<file path="config.mk">
export PLATFORM = sky130hd
export DESIGN_NAME = hsr_status
export DESIGN_NICKNAME = d
export VERILOG_FILES = /design/src/include/hsr_pkg.sv /design/src/design/hsr_port_change.sv /design/src/design/hsr_status.sv
export SDC_FILE = /design/constraint.sdc
export NUM_CORES = 1
export LEC_CHECK = 0
export CORE_AREA = 2 2 75 77
export CTS_CLUSTER_SIZE = 30
export DETAILED_ROUTE_END_ITERATION = 6
export DIE_AREA = 0 0 77 79
export DONT_BUFFER_PORTS = 1
export PLACE_DENSITY = 0.75
export SETUP_SLACK_MARGIN = 0.2
export SLEW_MARGIN = 25
export SYNTH_ARGS = -nofsm -noshare
export SYNTH_HDL_FRONTEND = slang
export SYNTH_HIERARCHICAL = 1
export SYNTH_SLANG_ARGS = --single-unit
</file>
<file path="constraint.sdc">
create_clock -name aclk -period 3.27 [get_ports aclk]
set_clock_uncertainty 0.1 [all_clocks]
set_input_delay 0.4905 -clock aclk [delete_from_list [all_inputs] [get_ports aclk]]
set_output_delay 0.4905 -clock aclk [all_outputs]
set_load 0.1 [all_outputs]
</file>
<file path="src/include/hsr_pkg.sv">
/*
 Package for the host status register block: register offset, bit positions,
 reset values and the packed carriers for schedule-engine events and levels.
 Assumes a 32-bit AXI4-Lite register bus and a single 125 MHz clock.
*/
// Functional notes
// RQ1: Status register at byte offset 24h, 32 bits; bits 31-16 and 11-6 reserved.
// RQ2: Per-transfer wire outcome is never reported here; descriptors hold it.
// RQ3: Event flags clear on write-one; otherwise they stay set.
// RQ4: Software writes zero into all reserved bit positions.
// RQ5: Bit 15 read-only, reset 0, mirrors actual async schedule running state.
// RQ6: Bit 14 read-only, reset 0, mirrors actual periodic schedule running state.
// RQ7: Bit 13 read-only, reset 0, flags empty asynchronous schedule detection.
// RQ8: Bit 12 read-only, reset 1, reads 0 whenever run/stop is 1.
// RQ9: Halted sets only after execution truly stops once run/stop cleared.
// RQ10: After doorbell write, bit 5 sets at next async schedule advance.
// RQ11: Bit 4 sets on serious host bus error: parity, master or target abort.
// RQ12: Host system error clears run/stop in the command register.
// RQ13: Bit 3 sets each time frame list index wraps to zero.
// RQ14: 1024 entries: frame index bit 13 toggle; 512: bit 12 toggle.
// RQ15: Bit 2 sets on change bit rise of owned port, or force-resume rise.
// RQ16: On D3-to-D0 reload port change flag with OR of port change bits.
// RQ17: Bit 1 sets when a completed transaction ends in error.
// RQ18: Errored descriptor with completion interrupt request sets bits 1 and 0.
// RQ19: Bit 0 sets on retiring descriptor with completion request, or short packet.
// RQ20: Interrupt raised while host system error flag and its enable are set.
// RQ21: Writing zero leaves a flag alone; hardware set beats software clear.
package hsr_pkg;
   localparam logic [11:0] HSR_STATUS_OFS = 12'h024;
   localparam int HSR_ADDR_W = 12;
   localparam int HSR_BIT_XFER_DONE = 0;
   localparam int HSR_BIT_XFER_ERR = 1;
   localparam int HSR_BIT_PORT_CHG = 2;
   localparam int HSR_BIT_ROLLOVER = 3;
   localparam int HSR_BIT_SYS_ERR = 4;
   localparam int HSR_BIT_ASYNC_ADV = 5;
   localparam int HSR_BIT_HALTED = 12;
   localparam int HSR_BIT_EMPTY_DET = 13;
   localparam int HSR_BIT_PER_STATE = 14;
   localparam int HSR_BIT_ASY_STATE = 15;
   localparam logic [5:0] HSR_EVENT_RESET = 6'h00;
   localparam logic HSR_HALTED_RESET = 1'b1;
   localparam logic [1:0] HSR_FLS_1024 = 2'h0;
   localparam logic [1:0] HSR_FLS_512 = 2'h1;
   localparam logic [1:0] HSR_FLS_256 = 2'h2;
   localparam int HSR_FIDX_BIT_1024 = 13;
   localparam int HSR_FIDX_BIT_512 = 12;
   localparam int HSR_FIDX_BIT_256 = 11;
   localparam logic [1:0] HSR_RESP_OKAY = 2'h0;
   localparam logic [1:0] HSR_RESP_SLVERR = 2'h2;

   // Schedule engine strobes, one-cycle pulses
   typedef struct packed {
      logic desc_retired_ioc;
      logic short_packet;
      logic xact_error;
      logic error_ioc;
      logic async_advanced;
      logic bus_parity_err;
      logic bus_master_abort;
      logic bus_target_abort;
   } hsr_sched_ev_s;

   // Schedule engine levels
   typedef struct packed {
      logic exec_stopped;
      logic async_running;
      logic periodic_running;
      logic async_empty;
   } hsr_sched_lvl_s;
endpackage

</file>
<file path="src/design/hsr_port_change.sv">
/*
 Port change detector: rising-edge detection over root hub ports not owned by a companion.
 Assumes port inputs are already on aclk.
*/
`timescale 1ns/1ps
module hsr_port_change #(
   parameter int N_PORTS = 4
) (
   input wire logic aclk,
   input wire logic aresetn,
   input wire logic [N_PORTS-1:0] change_any,
   input wire logic [N_PORTS-1:0] companion_owned,
   input wire logic [N_PORTS-1:0] force_resume,
   input wire logic [N_PORTS-1:0] force_resume_jk,
   output logic detect
);
   logic [N_PORTS-1:0] chg_q;
   logic [N_PORTS-1:0] fpr_q;
   logic [N_PORTS-1:0] rise_chg;
   logic [N_PORTS-1:0] rise_fpr;

   always_ff @(posedge aclk)
   begin
      if (!aresetn)
      begin
         chg_q <= '0;
         fpr_q <= '0;
      end
      else
      begin
         chg_q <= change_any;
         fpr_q <= force_resume;
      end
   end

   // Ports handed to a companion never report here
   assign rise_chg = change_any & ~chg_q & ~companion_owned; // RQ15
   assign rise_fpr = force_resume & ~fpr_q & force_resume_jk & ~companion_owned; // RQ15
   assign detect = |rise_chg | |rise_fpr;
endmodule

</file>
<file path="src/design/hsr_status.sv">
/*
 Host status register bank with AXI4-Lite slave.
 Holds write-one-to-clear event flags and read-only schedule state mirrors.
 Assumes the schedule engine, command register and port logic are outside and
 run on aclk; the frame index arrives as a same-clock counter value.
*/
// Implementation choice: the AXI4-Lite register port.
`timescale 1ns/1ps
module hsr_status
#(
   parameter int N_PORTS = 4
) (
   input wire logic aclk,
   input wire logic aresetn,
   // AXI4-Lite slave
   input wire logic [11:0] s_awaddr,
   input wire logic s_awvalid,
   output logic s_awready,
   input wire logic [31:0] s_wdata,
   input wire logic [3:0] s_wstrb,
   input wire logic s_wvalid,
   output logic s_wready,
   output logic [1:0] s_bresp,
   output logic s_bvalid,
   input wire logic s_bready,
   input wire logic [11:0] s_araddr,
   input wire logic s_arvalid,
   output logic s_arready,
   output logic [31:0] s_rdata,
   output logic [1:0] s_rresp,
   output logic s_rvalid,
   input wire logic s_rready,
   // Command register view
   input wire logic run_stop,
   input wire logic [1:0] frame_list_size,
   input wire logic [13:0] frame_index,
   input wire logic async_advance_doorbell,
   input wire logic host_system_error_en,
   // Schedule engine
   input wire hsr_pkg::hsr_sched_ev_s sched_ev,
   input wire hsr_pkg::hsr_sched_lvl_s sched_lvl,
   // Ports
   input wire logic [N_PORTS-1:0] port_change_any,
   input wire logic [N_PORTS-1:0] companion_owned,
   input wire logic [N_PORTS-1:0] force_resume,
   input wire logic [N_PORTS-1:0] force_resume_jk,
   input wire logic d3_to_d0,
   input wire logic [N_PORTS-1:0] port_change_level,
   // Outputs to the rest of the controller
   output logic run_stop_clear,
   output logic doorbell_ack,
   output logic host_system_error_irq,
   output logic [31:0] host_status
);
   import hsr_pkg::*;

   typedef enum logic [2:0]
   {
      HSR_W_IDLE = 3'b001,
      HSR_W_DATA = 3'b010,
      HSR_W_RESP = 3'b100
   } hsr_wstate_e;

   hsr_wstate_e wst_q;
   logic [11:0] awaddr_q;
   logic [31:0] wdata_q;
   logic [3:0] wstrb_q;
   logic wr_fire;
   logic wr_hit;
   logic [5:0] clr_mask;

   logic xfer_done_q;
   logic xfer_err_q;
   logic port_chg_q;
   logic rollover_q;
   logic sys_err_q;
   logic async_adv_q;
   logic halted_q;
   logic asy_state_q;
   logic per_state_q;
   logic empty_det_q;
   logic doorbell_pend_q;
   logic fidx_bit_q;
   logic fidx_bit;
   logic port_detect;
   logic sys_err_ev;
   logic [31:0] status_w;

   hsr_port_change #(.N_PORTS(N_PORTS)) u_port_change (
      .aclk(aclk),
      .aresetn(aresetn),
      .change_any(port_change_any),
      .companion_owned(companion_owned),
      .force_resume(force_resume),
      .force_resume_jk(force_resume_jk),
      .detect(port_detect)
   );

   // Write channel: either order; each ready flop is low while its item is held
   always_ff @(posedge aclk)
   begin
      if (!aresetn)
      begin
         wst_q <= HSR_W_IDLE;
         s_awready <= 1'b1;
         s_wready <= 1'b1;
         awaddr_q <= '0;
         wdata_q <= '0;
         wstrb_q <= '0;
         s_bvalid <= 1'b0;
         s_bresp <= HSR_RESP_OKAY;
      end
      else
      begin
         case (wst_q)
            HSR_W_IDLE, HSR_W_DATA:
            begin
               if (s_awvalid && s_awready)
               begin
                  awaddr_q <= s_awaddr;
                  s_awready <= 1'b0;
               end
               if (s_wvalid && s_wready)
               begin
                  wdata_q <= s_wdata;
                  wstrb_q <= s_wstrb;
                  s_wready <= 1'b0;
               end
               if (wr_fire)
               begin
                  wst_q <= HSR_W_RESP;
                  s_bvalid <= 1'b1;
                  s_bresp <= wr_hit ? HSR_RESP_OKAY : HSR_RESP_SLVERR;
               end
               else if (!s_awready || !s_wready)
                  wst_q <= HSR_W_DATA;
            end
            HSR_W_RESP:
            begin
               if (s_bready)
               begin
                  s_bvalid <= 1'b0;
                  s_awready <= 1'b1;
                  s_wready <= 1'b1;
                  wst_q <= HSR_W_IDLE;
               end
            end
            default:
               wst_q <= HSR_W_IDLE;
         endcase
      end
   end

   assign wr_fire = !s_awready && !s_wready && (wst_q != HSR_W_RESP);
   assign wr_hit = (awaddr_q[11:2] == HSR_STATUS_OFS[11:2]); // RQ1
   // Only low byte carries clearable flags; reserved bits ignored
   assign clr_mask = (wr_fire && wr_hit && wstrb_q[0]) ? wdata_q[5:0] : 6'h00; // RQ3 RQ4

   // Read channel, one word at a time; ready flop is always the inverse of s_rvalid
   always_ff @(posedge aclk)
   begin
      if (!aresetn)
      begin
         s_arready <= 1'b1;
         s_rvalid <= 1'b0;
         s_rdata <= '0;
         s_rresp <= HSR_RESP_OKAY;
      end
      else if (s_arvalid && s_arready)
      begin
         s_rvalid <= 1'b1;
         s_arready <= 1'b0;
         if (s_araddr[11:2] == HSR_STATUS_OFS[11:2]) // RQ1
         begin
            s_rdata <= status_w;
            s_rresp <= HSR_RESP_OKAY;
         end
         else
         begin
            s_rdata <= '0;
            s_rresp <= HSR_RESP_SLVERR;
         end
      end
      else if (s_rvalid && s_rready)
      begin
         s_rvalid <= 1'b0;
         s_arready <= 1'b1;
      end
   end

   // Transfer events; per-packet wire status is not kept here (RQ2)
   always_ff @(posedge aclk)
   begin
      if (!aresetn)
         xfer_done_q <= HSR_EVENT_RESET[HSR_BIT_XFER_DONE];
      else if (sched_ev.desc_retired_ioc || sched_ev.short_packet
               || (sched_ev.xact_error && sched_ev.error_ioc)) // RQ19 RQ18
         xfer_done_q <= 1'b1; // RQ21
      else if (clr_mask[HSR_BIT_XFER_DONE])
         xfer_done_q <= 1'b0; // RQ3
   end

   always_ff @(posedge aclk)
   begin
      if (!aresetn)
         xfer_err_q <= HSR_EVENT_RESET[HSR_BIT_XFER_ERR];
      else if (sched_ev.xact_error)
         xfer_err_q <= 1'b1; // RQ17 RQ21
      else if (clr_mask[HSR_BIT_XFER_ERR])
         xfer_err_q <= 1'b0; // RQ3
   end

   // Port change; D3-to-D0 reload covers the flag lost in the main well
   always_ff @(posedge aclk)
   begin
      if (!aresetn)
         port_chg_q <= HSR_EVENT_RESET[HSR_BIT_PORT_CHG];
      else if (port_detect)
         port_chg_q <= 1'b1; // RQ15 RQ21
      else if (d3_to_d0)
         port_chg_q <= |port_change_level; // RQ16
      else if (clr_mask[HSR_BIT_PORT_CHG])
         port_chg_q <= 1'b0; // RQ3
   end

   // Frame list rollover watch bit chosen by list size
   assign fidx_bit = (frame_list_size == HSR_FLS_1024) ? frame_index[HSR_FIDX_BIT_1024] // RQ14
                     : (frame_list_size == HSR_FLS_512) ? frame_index[HSR_FIDX_BIT_512] // RQ14
                     : frame_index[HSR_FIDX_BIT_256];

   always_ff @(posedge aclk)
   begin
      if (!aresetn)
         fidx_bit_q <= 1'b0;
      else
         fidx_bit_q <= fidx_bit;
   end

   // A size change may look like a toggle; software changes size only halted
   always_ff @(posedge aclk)
   begin
      if (!aresetn)
         rollover_q <= HSR_EVENT_RESET[HSR_BIT_ROLLOVER];
      else if (fidx_bit != fidx_bit_q)
         rollover_q <= 1'b1; // RQ13 RQ21
      else if (clr_mask[HSR_BIT_ROLLOVER])
         rollover_q <= 1'b0; // RQ3
   end

   assign sys_err_ev = sched_ev.bus_parity_err || sched_ev.bus_master_abort || sched_ev.bus_target_abort;

   always_ff @(posedge aclk)
   begin
      if (!aresetn)
         sys_err_q <= HSR_EVENT_RESET[HSR_BIT_SYS_ERR];
      else if (sys_err_ev)
         sys_err_q <= 1'b1; // RQ11 RQ21
      else if (clr_mask[HSR_BIT_SYS_ERR])
         sys_err_q <= 1'b0; // RQ3
   end

   always_ff @(posedge aclk)
   begin
      if (!aresetn)
      begin
         run_stop_clear <= 1'b0;
         host_system_error_irq <= 1'b0;
      end
      else
      begin
         run_stop_clear <= sys_err_ev; // RQ12
         host_system_error_irq <= sys_err_q && host_system_error_en; // RQ20
      end
   end

   // Doorbell armed until the next async advance
   always_ff @(posedge aclk)
   begin
      if (!aresetn)
      begin
         doorbell_pend_q <= 1'b0;
         async_adv_q <= HSR_EVENT_RESET[HSR_BIT_ASYNC_ADV];
         doorbell_ack <= 1'b0;
      end
      else
      begin
         doorbell_ack <= 1'b0;
         if (doorbell_pend_q && sched_ev.async_advanced)
         begin
            doorbell_pend_q <= 1'b0;
            async_adv_q <= 1'b1; // RQ10 RQ21
            doorbell_ack <= 1'b1;
         end
         else
         begin
            if (async_advance_doorbell)
               doorbell_pend_q <= 1'b1;
            if (clr_mask[HSR_BIT_ASYNC_ADV])
               async_adv_q <= 1'b0; // RQ3
         end
      end
   end

   // State mirrors
   always_ff @(posedge aclk)
   begin
      if (!aresetn)
      begin
         halted_q <= HSR_HALTED_RESET;
         asy_state_q <= 1'b0;
         per_state_q <= 1'b0;
         empty_det_q <= 1'b0;
      end
      else
      begin
         if (run_stop)
            halted_q <= 1'b0; // RQ8
         else if (sched_lvl.exec_stopped)
            halted_q <= 1'b1; // RQ9
         asy_state_q <= sched_lvl.async_running; // RQ5
         per_state_q <= sched_lvl.periodic_running; // RQ6
         empty_det_q <= sched_lvl.async_empty; // RQ7
      end
   end

   assign status_w = {16'h0000, asy_state_q, per_state_q, empty_det_q, halted_q, 6'h00, // RQ1
                      async_adv_q, sys_err_q, rollover_q, port_chg_q, xfer_err_q, xfer_done_q};

   always_ff @(posedge aclk)
   begin
      if (!aresetn)
         host_status <= 32'h0000_1000;
      else
         host_status <= status_w;
   end
endmodule

</file>
==> impl_metrics.env, run 1 <==
export IMPL_cts_buffers=9
export IMPL_core_um2=5338
export IMPL_n_fill_cell=503
export IMPL_ioPinCount=195
export IMPL_fin_ws_ps=1345
export IMPL_drtPass1Iterations=4
export IMPL_maxSlewHeadroom_pct=32.70
export IMPL_cts_root_buf="clkbuf_8"
export IMPL_slew_viol_final=0
export IMPL_die_x_um=77
export IMPL_drt_iter0_drc=86
export IMPL_fin_area_um2=3052
export IMPL_hold_start="aresetn"
export IMPL_grt_overflow_total=0
export IMPL_cp_required_ps=2680
export IMPL_grt_usage_pct=17.72
export IMPL_reg2reg_from="wst_q[2]$_SDFFE_PN0P_"
export IMPL_leakage_nw=1.299
export IMPL_start_util_pct=54.66
export IMPL_status="complete, no violations"
export IMPL_cp_startpoint="s_rvalid$_SDFFE_PN0P_"
export IMPL_core_rowCount=27
export IMPL_portBuffers=0
export IMPL_arrival_ps=1330
export IMPL_seq_area_frac_synth_pct=48.03
export IMPL_grt_max_degree=75
export IMPL_synth_area_um2=2918
export IMPL_worstSetupEndpointType="output pin"
export IMPL_layout_common_cells="dfxtp_1, conb_1, and2_1, nand3_1, nand2_1"
export IMPL_setup_tns_ps=0
export IMPL_drive_above_1_share_pct=11.19
export IMPL_place_area_um2=2771
export IMPL_clk_latency_ps=340
export IMPL_fin_crit_sh_pct=58.87
export IMPL_syn_inst=291
export IMPL_syn_area_per_cell_um2=10.03
export IMPL_ant_nets=0
export IMPL_rsz0062_at_grt="false"
export IMPL_grt_pass1_wl_mm=8.266
export IMPL_yosysWarnings=6
export IMPL_hold_path_class="input port to flop"
export IMPL_synth_distinct_cells=46
export IMPL_timing_worst_setup_path_type="flop to output pin"
export IMPL_hold_buffers=0
export IMPL_cts_tree="built"
export IMPL_wl_mm=5.244
export IMPL_final_common_cell="dfxtp_1"
export IMPL_antenna_cells=0
export IMPL_hold_viol_final=0
export IMPL_synth_top_area_cell="dfxtp_1"
export IMPL_nets=409
export IMPL_gp_congestion=0.7770
export IMPL_max_freq_mhz=519.5
export IMPL_vdd_drop_max_mv=0.4040
export IMPL_p_per_area_nw_per_um2=824.2
export IMPL_syn_to_final_growth_pct=4.588
export IMPL_place_ws_ps=1447
export IMPL_ctsLongestPathBuffers=2
export IMPL_synth_seq_cells=70
export IMPL_die_area_um2=6083
export IMPL_postCtsSetupBuffers=0
export IMPL_maxCapViolCount=0
export IMPL_worst_pin_slew_ps=1008
export IMPL_holdWs_ps=131.4
export IMPL_total_power_mw=2.515
export IMPL_vias=1833
export IMPL_synth_top_cells_by_area="dfxtp_1, buf_4, and2_1, mux2i_1, o21ai_2"
export IMPL_grt_pass1_vias=1715
export IMPL_cp_max_fo=3
export IMPL_viasPerCell=4.995
export IMPL_final_cells=367
export IMPL_drc_errors=0
export IMPL_fp_dieH_um=79
export IMPL_cts_htree_levels=3
export IMPL_antenna_found_initial=0
export IMPL_dpl_cell_count=351
export IMPL_synth_edf_count=0
export IMPL_cts_resized=0
export IMPL_hpwlAfterDp_mm=3.767
export IMPL_async_flop_share_pct=0
export IMPL_synth_top_area_share_pct=48.03
export IMPL_synth_main_ff_cell="dfxtp_1"
export IMPL_wl_per_cell_um=14.29
export IMPL_fin_util_pct=57.17
export IMPL_clk_pin_slew_worst_paths_ps=80
export IMPL_start_kind="flop"
export IMPL_setup_viol=0
export IMPL_clock_sinks=70
export IMPL_fin_crit_ps=1925
## kinds of logic (layout without fill, tap and decap cells)
group	after synthesis	in the layout	share of synthesized area, %
buf+inv	67	26	15.57
simple gates	92	92	19.13
compound gates	49	49	13.08
other cells	1	46	0.1285
flops	70	70	48.03
xor+xnor	2	2	0.6005
mux	10	10	3.474
## layer usage
layer | wire, um | share of wire, % | track usage (%)
met2 | 2397 | 46 | 27.19
met1 | 2274 | 43 | 21.59
met5 | 0 | 0 | 0
met4 | 76 | 1.4 | 7.679
met3 | 496 | 9.5 | 7.955
## cells in the mapped netlist (2+ instances only)
cell type / instances
a21boi_0: 2
a21o_1: 2
a21oi_1: 4
a22o_1: 5
a22oi_1: 2
a31oi_1: 2
a32o_1: 4
and2_1: 22
and3_1: 3
and4bb_1: 2
buf_4: 46
buf_6: 4
clkbuf_1: 9
dfxtp_1: 70
inv_1: 7
mux2i_1: 9
nand2_1: 13
nand2b_1: 2
nand3_1: 15
nor2_1: 10
nor2b_1: 10
nor4_1: 4
nor4b_1: 2
nor4bb_1: 2
o21a_1: 3
o21ai_0: 6
o21ai_2: 10
o31a_1: 2
xnor2_1: 2
## registers in the layout (all words and copies together), names as in the netlist, 3 cells and up
signal and count:
wst_q 3, wdata_q 6, host_status 10, u_port_change/fpr_q 4, s_rdata 10, awaddr_q 10, u_port_change/chg_q 4
## cell type report
class	instances	area (um^2)	area share [%]
clock buffer	11	151.4	4.961
clock inverter	5	128.9	4.223
inverter	7	26.28	0.8610
multi-input combinational	199	1231	40.34
sequential	70	1401	45.92
tap	72	90.09	2.952
timing repair buffer	3	22.52	0.7380
## path summary, 6_finish.rpt
check / cells past startpoint / slack [ps] / endpoint
hold reg to reg: 1 / 340 / doorbell_pend_q$_SDFFE_PP0P_
setup reg to reg: 4 / 1460 / port_chg_q$_SDFFE_PN0P_
hold / removal: 1 / 130 / s_arready$_SDFFE_PN1P_
setup / recovery: 0 / 1340 / s_rvalid
## where the power goes
group | switching, mW | total (mW) | internal (mW) | leakage [nW]
Combinational | 0.394 | 0.502 | 0.108 | 0.583
Sequential | 0.142 | 1.07 | 0.930 | 0.577
Clock | 0.315 | 0.941 | 0.627 | 0.140
Power figures use the tool's default switching activity.
==> run 2: changes to the inputs <==
Settings changed: ABC_AREA from default to 1, CORE_AREA 2 2 75 77 to 2 2 76 78, DIE_AREA 0 0 77 79 to 0 0 78 80, PLACE_DENSITY 0.75 to 0.76.
Clock period 3.27 ns to 1.65 ns, I/O delays scaled along.
==> impl_metrics.env, run 2 <==
export IMPL_die_area_um2=6240
export IMPL_synth_xor_area_share_pct=0
export IMPL_ctsLongestPathBuffers=2
export IMPL_worstSetupEndpointType="flop"
export IMPL_wl_mm=7.173
export IMPL_synth_main_ff_cell="dfxtp_1"
export IMPL_portBuffers=0
export IMPL_maxCapViolCount=0
export IMPL_drt_iter0_drc=104
export IMPL_cts_tree="built"
export IMPL_fin_ws_ps=207.2
export IMPL_seq_area_frac_synth_pct=48.09
export IMPL_core_um2=5405
export IMPL_start_kind="flop"
export IMPL_clk_pin_slew_worst_paths_ps=70
export IMPL_leakage_nw=1.881
export IMPL_cts_buffers=9
export IMPL_rsz0062_at_grt="true"
export IMPL_reg_top3="awaddr_q: 10 flops, host_status: 10 flops, s_rdata: 10 flops"
export IMPL_fin_crit_ps=1443
export IMPL_final_cells=541
export IMPL_ant_nets=0
export IMPL_slew_viol_final=0
export IMPL_fin_area_um2=3809
export IMPL_synthSimpleGateAreaFrac_pct=22.37
export IMPL_holdWs_ps=-6.703
export IMPL_grt_max_degree=45
export IMPL_place_ws_ps=117.0
export IMPL_final_common_cell="nand2_1"
export IMPL_p_per_area_nw_per_um2=1401
export IMPL_muxShareOfSynthArea_pct=0
export IMPL_cp_max_fo=6
export IMPL_clk_latency_ps=330
export IMPL_ioPinCount=195
export IMPL_synth_edf_count=0
export IMPL_antenna_cells=0
export IMPL_ys_top_cells_by_count="nand2_1, dfxtp_1, nor2_1"
export IMPL_synth_compound_area_share_pct=9.918
export IMPL_antenna_found_initial=0
export IMPL_max_freq_mhz=693.1
export IMPL_hold_path_class="input port to flop"
export IMPL_grt_pass1_wl_mm=10.30
export IMPL_synth_most_common_cell="nand2_1"
export IMPL_vdd_drop_max_mv=1.397
export IMPL_violations="negative hold slack"
export IMPL_clock_sinks=70
export IMPL_start_util_pct=53.91
export IMPL_cp_required_ps=1770
export IMPL_viasPerCell=4.645
export IMPL_yosysWarnings=6
export IMPL_synth_distinct_cells=27
export IMPL_nets=583
export IMPL_grt_usage_pct=21.32
export IMPL_layout_common_cells="nand2_1, dfxtp_1, nor2_1, conb_1, inv_1"
export IMPL_hpwlAfterDp_mm=4.111
export IMPL_cts_root_buf="clkbuf_8"
export IMPL_synth_top_cells_by_area="dfxtp_1, buf_4, nand2_1, nor2_1, o21ai_0"
export IMPL_fp_dieH_um=80
export IMPL_grt_overflow_total=0
export IMPL_synth_seq_cells=70
export IMPL_hold_viol_final=2
export IMPL_core_rowCount=27
export IMPL_synth_fa_ha_area_share_pct=0
export IMPL_timing_worst_setup_path_type="flop to flop"
export IMPL_arrival_ps=1570
export IMPL_setup_viol=0
export IMPL_die_x_um=78
export IMPL_gp_congestion=0.7802
export IMPL_grt_pass1_vias=2350
export IMPL_syn_area_per_cell_um2=7.669
export IMPL_cts_htree_levels=3
export IMPL_status="complete, but fails checks"
export IMPL_setup_tns_ps=0
export IMPL_synth_top_area_share_pct=48.09
export IMPL_place_area_um2=3024
export IMPL_synth_area_um2=2914
export IMPL_drc_errors=0
export IMPL_async_flop_share_pct=0
export IMPL_drive_above_1_share_pct=16.84
export IMPL_syn_to_final_growth_pct=30.70
export IMPL_n_fill_cell=429
export IMPL_fin_crit_sh_pct=87.44
export IMPL_syn_inst=380
export IMPL_drtPass1Iterations=4
export IMPL_dpl_cell_count=473
export IMPL_synth_top_family_by_area="simple AND/OR/NAND/NOR gates"
export IMPL_vias=2513
export IMPL_wl_per_cell_um=13.26
export IMPL_synth_top_area_cell="dfxtp_1"
-- run 2: cell types whose count changed in the layout (fill, tap and decap cells not counted), moves of 22 or more --
cell	previous run	this run
nand2_1	13	69
buf_4	3	37
inv_1	7	44
and2_1	22	0
nor2_1	10	47
dlygate4sd3_1	0	43
-- run 2: cell type report --
class                   instances  area [um^2]  area share [%]
flip-flops and latches         70         1415           37.16
clock buffers                  14        192.7           5.059
inverters                      46        177.7           4.665
well taps                      72        90.09           2.365
repair buffers                 82        748.2           19.65
repair inverters                1        5.005          0.1314
clock inverters                 2        12.51          0.3285
multi-input cells             254         1167           30.65
-- run 2: routing by layer --
layer  wire [um]  track usage [%]  share of wire [%]
met5           0                0                  0
met4         126            10.35                1.8
met1        2805            22.15                 39
met3         546            6.109                7.6
met2        3694            39.31                 51
-- run 2: metrics by stage --
| step | power [mW] | util, % |
|---|---|---|
| after floorplan | 3.519 | - |
| after global placement | 3.564 | 55.95 |
| after detailed placement | 3.602 | 55.95 |
| after CTS | 5.074 | 68.29 |
| after global routing | 5.600 | 70.46 |
| final | 5.335 | 70.46 |
-- run 2: report_power, final --
group | switching (mW) | internal, mW
Clock | 0.607 | 0.750
Sequential | 0.134 | 1.94
Combinational | 1.39 | 0.514
-- run 2: timing repair --
item                                    in CTS  in global routing
setup buffers                                0                  6
endpoints found under the hold margin       63                  0
hold buffers                                44                  0
endpoints found under the setup margin      19                 33
gates resized for setup                      3                 24
pin swaps                                    0                  5
gates cloned                                 0                  2
-- run 2: cell families after synthesis --
kind of cell / after synthesis
AND/OR/NAND/NOR: 151
other: 1
buffers and inverters: 102
AO/OA/AOI/OAI: 56
flip-flops: 70
-- run 2: worst paths after layout --
path	endpoint	from	depth (start not counted)	slack, ps
worst max-delay path	awaddr_q[11]$_SDFFE_PN0P_	wst_q[1]$_SDFFE_PN0P_	7	210
worst min-delay path	awaddr_q[5]$_SDFFE_PN0P_	s_awaddr[5]	2	-7
worst max register to register	awaddr_q[11]$_SDFFE_PN0P_	wst_q[1]$_SDFFE_PN0P_	7	210
worst min register to register	host_status[14]$_SDFF_PN0_	per_state_q$_SDFF_PN0_	2	330
-- run 2: critical path: stages (launching register included) --
cell and delay [ps]:
dfxtp_4 360, nand2_2 70, nand2_2 60, nor2_4 190, buf_12 150, nand3_4 110
o21ai_0 230, nor2_1 70
